<file path="src/common/status_agg_consts.vh">
// bit positions and widths for the interrupt status aggregator
`ifndef STATUS_AGG_CONSTS_VH
`define STATUS_AGG_CONSTS_VH

`define REG_W           32
`define BIT_DEVICE      31
`define BIT_LOAD_FAIL   29
`define BIT_LOAD_ERR    28
`define BIT_MANUAL_RDY  27
`define LOSLMT_HI       25
`define LOSLMT_LO       21
`define BIT_LOL_LMT     19
`define FREQ_HI         17
`define FREQ_LO         14
`define LOS_HI          8
`define LOS_LO          4
`define BIT_LOL         0
`define GPO_N           4
`define GPO_SEL_W       2
`define STATUS_RESET    32'h0000_0000
`define EN_RESET        32'h0000_0000
`define SRC_MASK        32'h3beb_c1f1

`endif

</file>
<file path="src/rtl/flag_collect.v">
// gathers raw event bits into the status word layout
`timescale 1ns/10ps
`default_nettype none

module flag_collect (
	// events
	input  wire        otp_load_fail_i,
	input  wire        prom_load_fail_i,
	input  wire        otp_crc_err_i,
	input  wire        prom_crc_err_i,
	input  wire        manual_rdy_i,
	input  wire [4:0]  loss_limit_i,
	input  wire        lol_limit_i,
	input  wire [3:0]  frequency_i,
	input  wire [4:0]  loss_i,
	input  wire        lol_i,
	// result
	output wire [31:0] flags_o
);

	// *****************************************
	// bit mapping
	// *****************************************
	// reserved positions stay zero
	assign flags_o = {
		1'b0,                               // device bit filled later
		1'b0,
		otp_load_fail_i | prom_load_fail_i,
		otp_crc_err_i | prom_crc_err_i,
		manual_rdy_i,
		1'b0,
		loss_limit_i,
		1'b0,
		lol_limit_i,
		1'b0,
		frequency_i,
		5'h00,
		loss_i,
		3'h0,
		lol_i
	};

endmodule // flag_collect

`default_nettype wire

</file>
<file path="src/rtl/interrupt_status_aggregator.v">
// interrupt status register, masking and gpio routing for the clock core
`timescale 1ns/10ps
`default_nettype none
`include "status_agg_consts.vh"

module interrupt_status_aggregator (
	// clock and reset
	input  wire        clk_i,
	input  wire        rst_i,
	// event sources
	input  wire        otp_load_fail_i,
	input  wire        prom_load_fail_i,
	input  wire        otp_crc_err_i,
	input  wire        prom_crc_err_i,
	input  wire        manual_rdy_i,
	input  wire [4:0]  loss_limit_i,
	input  wire        lol_limit_i,
	input  wire [3:0]  frequency_i,
	input  wire [4:0]  loss_i,
	input  wire        lol_i,
	// enable word from the register file
	input  wire [31:0] int_enable_i,
	// gpio routing
	input  wire        gpo_route_en_i,
	input  wire [1:0]  gpo_sel_i,
	// outputs
	output reg  [31:0] interrupt_status_o,
	output reg         device_int_o,
	output reg  [3:0]  gpo_int_o
);

	// *****************************************
	// local constants
	// *****************************************
	localparam [31:0] SRC_MASK_W = `SRC_MASK;
	localparam [31:0] STATUS_RST = `STATUS_RESET;
	localparam [3:0]  GPO_IDLE   = 4'h0;
	localparam [0:0]  FLAG_CLR   = 1'b0;

	// *****************************************
	// internal signals
	// *****************************************
	wire [31:0] flags;
	wire [30:0] src_flags;
	wire        load_fail_flag;
	wire        load_err_flag;
	wire        manual_flag;
	wire [4:0]  loss_limit_flags;
	wire        lol_limit_flag;
	wire [3:0]  frequency_flags;
	wire [4:0]  loss_flags;
	wire        lol_flag;
	wire        global_enable;
	wire        load_hit;
	wire        manual_hit;
	wire        loss_limit_hit;
	wire        lol_limit_hit;
	wire        frequency_hit;
	wire        loss_hit;
	wire        lol_hit;
	wire        any_hit;
	wire        next_overall;
	reg  [31:0] next_status;
	reg  [3:0]  next_gpo;

	// *****************************************
	// helpers
	// *****************************************
	// masked OR over one field; the mask also drops enable bits at reserved positions
	function field_hit;
		input [31:0]  word;
		input [31:0]  enable;
		input integer hi;
		input integer lo;
		integer       b;
		begin
			field_hit = 1'b0;
			for (b = lo; b <= hi; b = b + 1) begin
				field_hit = field_hit | (word[b] & enable[b] & SRC_MASK_W[b]);
			end
		end
	endfunction

	// one-hot pin pick; unselected pins held low
	function [3:0] pin_pick;
		input       route;
		input [1:0] sel;
		input       level;
		integer     p;
		begin
			pin_pick = GPO_IDLE;
			for (p = 0; p < `GPO_N; p = p + 1) begin
				if (route && (sel == p[`GPO_SEL_W-1:0])) begin
					pin_pick[p] = level;
				end
			end
		end
	endfunction

	// *****************************************
	// source collection
	// *****************************************
	flag_collect u_collect (
		.otp_load_fail_i  (otp_load_fail_i),
		.prom_load_fail_i (prom_load_fail_i),
		.otp_crc_err_i    (otp_crc_err_i),
		.prom_crc_err_i   (prom_crc_err_i),
		.manual_rdy_i     (manual_rdy_i),
		.loss_limit_i     (loss_limit_i),
		.lol_limit_i      (lol_limit_i),
		.frequency_i      (frequency_i),
		.loss_i           (loss_i),
		.lol_i            (lol_i),
		.flags_o          (flags)
	);

	// *****************************************
	// status word
	// *****************************************
	assign src_flags = flags[`BIT_DEVICE-1:0] & SRC_MASK_W[`BIT_DEVICE-1:0];

	assign load_fail_flag   = src_flags[`BIT_LOAD_FAIL];
	assign load_err_flag    = src_flags[`BIT_LOAD_ERR];
	assign manual_flag      = src_flags[`BIT_MANUAL_RDY];
	assign loss_limit_flags = src_flags[`LOSLMT_HI:`LOSLMT_LO];
	assign lol_limit_flag   = src_flags[`BIT_LOL_LMT];
	assign frequency_flags  = src_flags[`FREQ_HI:`FREQ_LO];
	assign loss_flags       = src_flags[`LOS_HI:`LOS_LO];
	assign lol_flag         = src_flags[`BIT_LOL];

	// reserved positions keep the reset pattern, so they read zero
	always @* begin
		next_status                        = STATUS_RST;
		next_status[`BIT_LOAD_FAIL]        = load_fail_flag;
		next_status[`BIT_LOAD_ERR]         = load_err_flag;
		next_status[`BIT_MANUAL_RDY]       = manual_flag;
		next_status[`LOSLMT_HI:`LOSLMT_LO] = loss_limit_flags;
		next_status[`BIT_LOL_LMT]          = lol_limit_flag;
		next_status[`FREQ_HI:`FREQ_LO]     = frequency_flags;
		next_status[`LOS_HI:`LOS_LO]       = loss_flags;
		next_status[`BIT_LOL]              = lol_flag;
		next_status[`BIT_DEVICE]           = next_overall;
	end

	// *****************************************
	// overall flag
	// *****************************************
	assign load_hit       = field_hit(flags, int_enable_i,
		`BIT_LOAD_FAIL, `BIT_LOAD_ERR);
	assign manual_hit     = field_hit(flags, int_enable_i,
		`BIT_MANUAL_RDY, `BIT_MANUAL_RDY);
	assign loss_limit_hit = field_hit(flags, int_enable_i,
		`LOSLMT_HI, `LOSLMT_LO);
	assign lol_limit_hit  = field_hit(flags, int_enable_i,
		`BIT_LOL_LMT, `BIT_LOL_LMT);
	assign frequency_hit  = field_hit(flags, int_enable_i,
		`FREQ_HI, `FREQ_LO);
	assign loss_hit       = field_hit(flags, int_enable_i,
		`LOS_HI, `LOS_LO);
	assign lol_hit        = field_hit(flags, int_enable_i,
		`BIT_LOL, `BIT_LOL);

	assign any_hit = load_hit
		| manual_hit
		| loss_limit_hit
		| lol_limit_hit
		| frequency_hit
		| loss_hit
		| lol_hit;

	// global enable gates last so a masked source never leaks onto the pin
	assign global_enable = int_enable_i[`BIT_DEVICE];
	assign next_overall  = any_hit & global_enable;

	// *****************************************
	// pin routing
	// *****************************************
	always @* begin
		next_gpo = pin_pick(gpo_route_en_i, gpo_sel_i, next_overall);
	end

	// *****************************************
	// registers
	// *****************************************
	// no write path exists, so software cannot disturb the flags
	always @(posedge clk_i or posedge rst_i) begin
		if (rst_i) begin
			interrupt_status_o <= STATUS_RST;
		end else begin
			interrupt_status_o <= next_status;
		end
	end

	// pin and bit 31 share one source, so they never disagree
	always @(posedge clk_i or posedge rst_i) begin
		if (rst_i) begin
			device_int_o <= FLAG_CLR;
		end else begin
			device_int_o <= next_overall;
		end
	end

	always @(posedge clk_i or posedge rst_i) begin
		if (rst_i) begin
			gpo_int_o <= GPO_IDLE;
		end else begin
			gpo_int_o <= next_gpo;
		end
	end

endmodule // interrupt_status_aggregator

`default_nettype wire

</file>
<file path="config.mk">
export PLATFORM = sky130hd
export DESIGN_NAME = interrupt_status_aggregator
export DESIGN_NICKNAME = d
export VERILOG_FILES = /design/src/rtl/flag_collect.v /design/src/rtl/interrupt_status_aggregator.v
export VERILOG_INCLUDE_DIRS = /design/src /design/src/common
export SDC_FILE = /design/constraint.sdc
export NUM_CORES = 1
export LEC_CHECK = 0
export ABC_CLOCK_PERIOD_IN_PS = 1100
export BUFFER_PORTS_ARGS = -buffer_cell sky130_fd_sc_hd__buf_2
export CORE_MARGIN = 2
export CORE_UTILIZATION = 36
export CTS_BUF_LIST = sky130_fd_sc_hd__clkbuf_4 sky130_fd_sc_hd__clkbuf_8 sky130_fd_sc_hd__clkbuf_16
export DETAILED_ROUTE_END_ITERATION = 8
export PLACE_DENSITY = 0.95
export SLEW_MARGIN = 20
export SYNTH_ARGS = -nofsm -noshare
export SYNTH_HDL_FRONTEND = slang
export SYNTH_SLANG_ARGS = --single-unit
export TNS_END_PERCENT = 100
</file>
<file path="constraint.sdc">
create_clock -name clk_i -period 1.1 [get_ports clk_i]
set_input_delay 0.11 -clock clk_i [delete_from_list [all_inputs] [get_ports clk_i]]
set_output_delay 0.11 -clock clk_i [all_outputs]
set_load 0.01 [all_outputs]
</file>
---- Word-level counts from Yosys, hierarchy flattened ----
Cells that the tools add are included.
storage, ports and cells
  logic and storage cells ................. 55
  register bits after elaboration ......... 25
cells by class
  equal/unequal tests ..................... 3
  reductions and logical operators ........ 5
  bitwise operators ....................... 40
  muxes and demuxes ....................... 4
operators with widths
  cell                                                  number
  AND 1 bit                                             20
  OR 1 bit                                              20
  equality test 2 bit (second input constant)           2
  logical AND 1 bit                                     4
  two-way mux 1 bit                                     4
  equality test 2 x 1 -> 1 bit (second input constant)  1
  logical NOT 2 bit                                     1

---- Depth between registers and ports, before layout ----
  word-level depth ........................ 12
  gate-level depth with buffers ........... 4

---- Hierarchy ----
Synthesis repeated with hierarchy kept, for this count alone.
second synthesis, totals
  cell total of the unflattened synthesis .. 90
  area total of the unflattened synthesis .. 1097.3 µm²
modules (own cells, without submodules)
  module                       instances  area each (µm²)  cells each  sequential area each (µm²)
  interrupt_status_aggregator  1          855.8            57          600.6
  flag_collect                 1          241.5            33          0.0

---- Worst setup path before layout ----
Ideal clock, no wire load.
  path kind ............................... input -> register
  from .................................... input prom_load_fail_i
  to ...................................... register gpo_int_o[3]
  path slack .............................. -0.209 ns
  data required time ...................... 0.965 ns
  stages on the path ...................... 4
  arrival time ............................ 1.174 ns
  path buffers ............................ 0
  library setup time ...................... 0.135 ns
  cell sequence ........................... or2_4 -> a221o_2 -> nor4_4 -> nor3_1
between the ends
  cells in the longest elaborated chain, start to end .. 11
ends and longest elaborated chain
  item                  RTL line                           text
  from (decl)           interrupt_status_aggregator.v:12   input wire prom_load_fail_i,
  OR 1 bit              flag_collect.v:28                  otp_load_fail_i | prom_load_fail_i,
  AND 1 bit             interrupt_status_aggregator.v:79   field_hit = field_hit | (word[b] & enable[b] & SRC_MASK_W[b]);
  OR 1 bit              interrupt_status_aggregator.v:79
  OR 1 bit              interrupt_status_aggregator.v:164  | manual_hit
  OR 1 bit              interrupt_status_aggregator.v:165  | loss_limit_hit
  OR 1 bit              interrupt_status_aggregator.v:166  | lol_limit_hit
  OR 1 bit              interrupt_status_aggregator.v:167  | frequency_hit
  OR 1 bit              interrupt_status_aggregator.v:168  | loss_hit
  OR 1 bit              interrupt_status_aggregator.v:169  | lol_hit;
  AND 1 bit             interrupt_status_aggregator.v:173  assign next_overall = any_hit & global_enable;
  two-way mux 1 bit     interrupt_status_aggregator.v:93   if (route && (sel == p[`GPO_SEL_W-1:0])) begin
  via next_gpo[3]       interrupt_status_aggregator.v:64   reg [3:0] next_gpo;
  to (signal assigned)  interrupt_status_aggregator.v:207  gpo_int_o <= next_gpo;
  to (decl)             interrupt_status_aggregator.v:29   output reg [3:0] gpo_int_o
The timed path passes the listed nets, and every way through them passes these cells.

---- Worst setup path in the final report ----
  from .................................... input prom_crc_err_i
  to ...................................... register gpo_int_o[2]
between the ends
  cells in the longest elaborated chain, start to end .. 11
ends and longest elaborated chain
  item               RTL line                           text
  from (decl)        interrupt_status_aggregator.v:14   input wire prom_crc_err_i,
  OR 1 bit           flag_collect.v:29                  otp_crc_err_i | prom_crc_err_i,
  via flags[28]      interrupt_status_aggregator.v:43   wire [31:0] flags;
  AND 1 bit          interrupt_status_aggregator.v:79
  OR 1 bit           interrupt_status_aggregator.v:79
  OR 1 bit           interrupt_status_aggregator.v:164
  OR 1 bit           interrupt_status_aggregator.v:165
  OR 1 bit           interrupt_status_aggregator.v:166
  OR 1 bit           interrupt_status_aggregator.v:167
  OR 1 bit           interrupt_status_aggregator.v:168
  OR 1 bit           interrupt_status_aggregator.v:169
  AND 1 bit          interrupt_status_aggregator.v:173
  two-way mux 1 bit  interrupt_status_aggregator.v:93
  via next_gpo[2]    interrupt_status_aggregator.v:64
The timed path passes the listed nets, and every way through them passes these cells.

==> results.md <==
Worst setup path
- **critical path capture point type** flop
- **required time worst endpoint** 1.29 ns
- **type of origin of the critical path** primary input
- **Crit Path Category** primary input to flop
- **arrival time reported for the critical path endpoint** 1.32 ns
- **Crit Path Max Fanout** 5

Route
- **Routed WL** 2280 um
- **Pre-antenna DRT Iters** 4
- **Avg Vias per Cell** 4.527
- **via count of the routed design** 833
- **DRC errors left** 0
- **initial drt markers** 11
- **drt wl/cell** 12.39 um
- **ANT nets after route** 0

Timing
- **final-layout setup total negative slack** -0.1248 ns
- **minimum clock period after layout** 1.130 ns
- **RSZ-0062 raised after global routing** true
- **Final Worst Setup Slack** -0.03003 ns
- **Max Fclk** 884.9 MHz
- **share of the clock period used by the worst path** 102.7%
- **setup violation total in the final timing report** 5
- **pins over their slew limit** 0
- **final number of hold-violating endpoints** 0

Pwr
- **worst vdd rail ir drop** 654.9 uV
- **static power due to leakage** 0.0007841 uW
- **power per unit of standard cell area** 1072 mW/mm^2

Final layout
- **fill cell count** 178
- **multi-input gate area in the final layout** 229.0 um^2
- **layout-stage area growth over the synthesis result** 70.45%
- **# diodes** 0
- **non-filler cells, final** 184
- **share of the core filled with cells** 65.93%
- **post-layout net count** 216
- **ratio of cells with drive above 1 in the final layout** 52.56%
- **area taken by flip-flops and latches** 600.6 um^2

Logic synthesis
- **number of flip-flops and latches in the synthesized netlist** 24
- **ys flop type** dfrtp_1
- **Post-Synth XOR/XNOR Area** 0%
- **EDFF count, synth** 0
- **Cells after Synth** 61
- **synthesized-area fraction occupied by and/or/nand/nor cells** 10.47%
- **Post-Syn Area per Cell** 14.30 um^2
- **top cell types by occurrence after synthesis** 24 x dfrtp_1, 13 x buf_4, 6 x a22oi_1
- **fraction of registers with async set/reset** 100.0%
- **share of the synthesized area in the top cell type** 68.87%
- **part of the Yosys area used for sequential elements** 68.87%
- **cells taking the most area after synthesis** dfrtp_1 69%, buf_4 11%, a22oi_1 5.2%
- **arithmetic-cell share of the synthesized area counting full adders, half adders and majority gates** 0%
- **most used standard cell by instance count after synthesis** dfrtp_1
- **largest area contributor in the synthesized netlist** dfrtp_1
- **multiplexer share of the synthesized area** 0%
- **count of warnings emitted by yosys** 0
- **Compound-Gate Fraction of Synth Area** 8.608%
- **main combinational cell family by area after synthesis** buffers and inverters
- **Post-Synthesis Cell Area** 872.1 um^2
- **Yosys cell types** 17

Place
- **HPWL Detailed** 1647 um
- **final weighted congestion of routability-driven global placement** 0.6418
- **placed insts** 159
- **count of input and output buffers** 70

Job
- **Max-cap violations** 0

Global route
- **overall global routing resource usage** 15.06%
- **number of antenna violations at the first check in global routing** 0
- **vias in the first global route** 749
- **remaining global-route overflow** 0
- **maximum number of pins on one net before global-route repair** 25
- **first-pass GRT wire length** 2987 um

CTS
- **CTS sink count** 24
- **maximum clock insertion buffer count** 2
- **maximum level of the CTS H-tree** 1
- **Clock Tree Root** clkbuf_4
- **CTS clk-pin slew, worst paths** 0.12 ns
- **total CTS buffers** 3
- **CTS tree** yes

Die
- **area of the placeable core** 0.002255 mm^2
- **Horiz. Die Dim** 53.22 um
- **Top-Level Pins** 95
- **die height** 53.22 um
- **die area** 0.002832 mm^2
- **number of rows in the core area** 17
- **initial cell density of the core** 38.68%

Worst hold path
- **class of the tightest hold or removal check** primary input to flop

Run status
- **violated checks** setup timing
- **outcome** finished, violations left

[power breakdown]
group          leakage, uW  switching [uW]  internal (uW)
clock network    0.0000138             220            127
logic             0.000485             145            169
registers         0.000285            10.1            922
[registers in the layout, indices dropped and copies added, names as in the netlist]
signal,cells
interrupt_status_o,20
gpo_int_o,4
[critical path, cell delays in order]
cell	delay [ns]
buf_6	0.09
or2_1	0.26
a221o_2	0.37
nor4_4	0.26
buf_4	0.18
nor4b_1	0.05
[placed cells by master, fill, tap and decap left out, drive strengths merged, types with 2 or more instances in the layout]
cell	instances
dlygate4sd3	21
a22oi	6
nor4b	2
nor4	2
buf	73
conb	12
dfrtp	24
clkbuf	3
or2	2
nand2	4
[per-stage QoR]
stage                     hold WS (ns)  cell area [um^2]  total power [uW]  worst slack, ns
after detailed placement        0.1626              1216              1198          -0.3359
after global placement          0.1523              1216              1191          -0.2641
final                          0.05757              1486              1593         -0.03003
after CTS                     0.004574              1419              1587        -0.006653
after global routing           0.03509              1486              1695         -0.03872
after floorplan                 0.1246             913.4              1083         -0.05109
[cell families (layout without fill, tap and decap cells)]
kind of cell           count (synthesis)  after routing
other                                  1             12
AO/OA/AOI/OAI                          9              9
buffers and inverters                 14             98
AND/OR/NAND/NOR                       13             13
flip-flops                            24             24
[worst paths after layout]
path / start / to / cells after the start
min in group asynchronous: rst_i / interrupt_status_o[31]$_DFF_PP0_ / 4
max in group asynchronous: rst_i / interrupt_status_o[19]$_DFF_PP0_ / 4
hold / removal: prom_crc_err_i / interrupt_status_o[28]$_DFF_PP0_ / 2
setup / recovery: prom_crc_err_i / gpo_int_o[2]$_DFF_PP0_ / 6
[final cells by class]
cell class                 instances  area share (%)
timing repair buffer              94           40.07
tap                               28           2.357
multi-input combinational         34           15.40
sequential                        24           40.40
clock buffer                       3           1.515
inverter                           1          0.2525
[routing by layer]
metal	global-route usage, %	vias up	wire length (um)
li1	-	381	-
met1	14.52	394	764
met2	30.04	58	1264
met3	3.672	0	251
met4	5.128	0	0
met5	0	-	0
[timing repair]
action | CTS | global route
buffers inserted | 0 | 1
endpoints found under the setup margin | 2 | 5
hold buffers | 18 | 3
hold endpoints to repair | 41 | 4
pin swaps | 0 | 2
gates resized for setup | 0 | 5
Note: power is estimated with default switching activity, not from simulation.
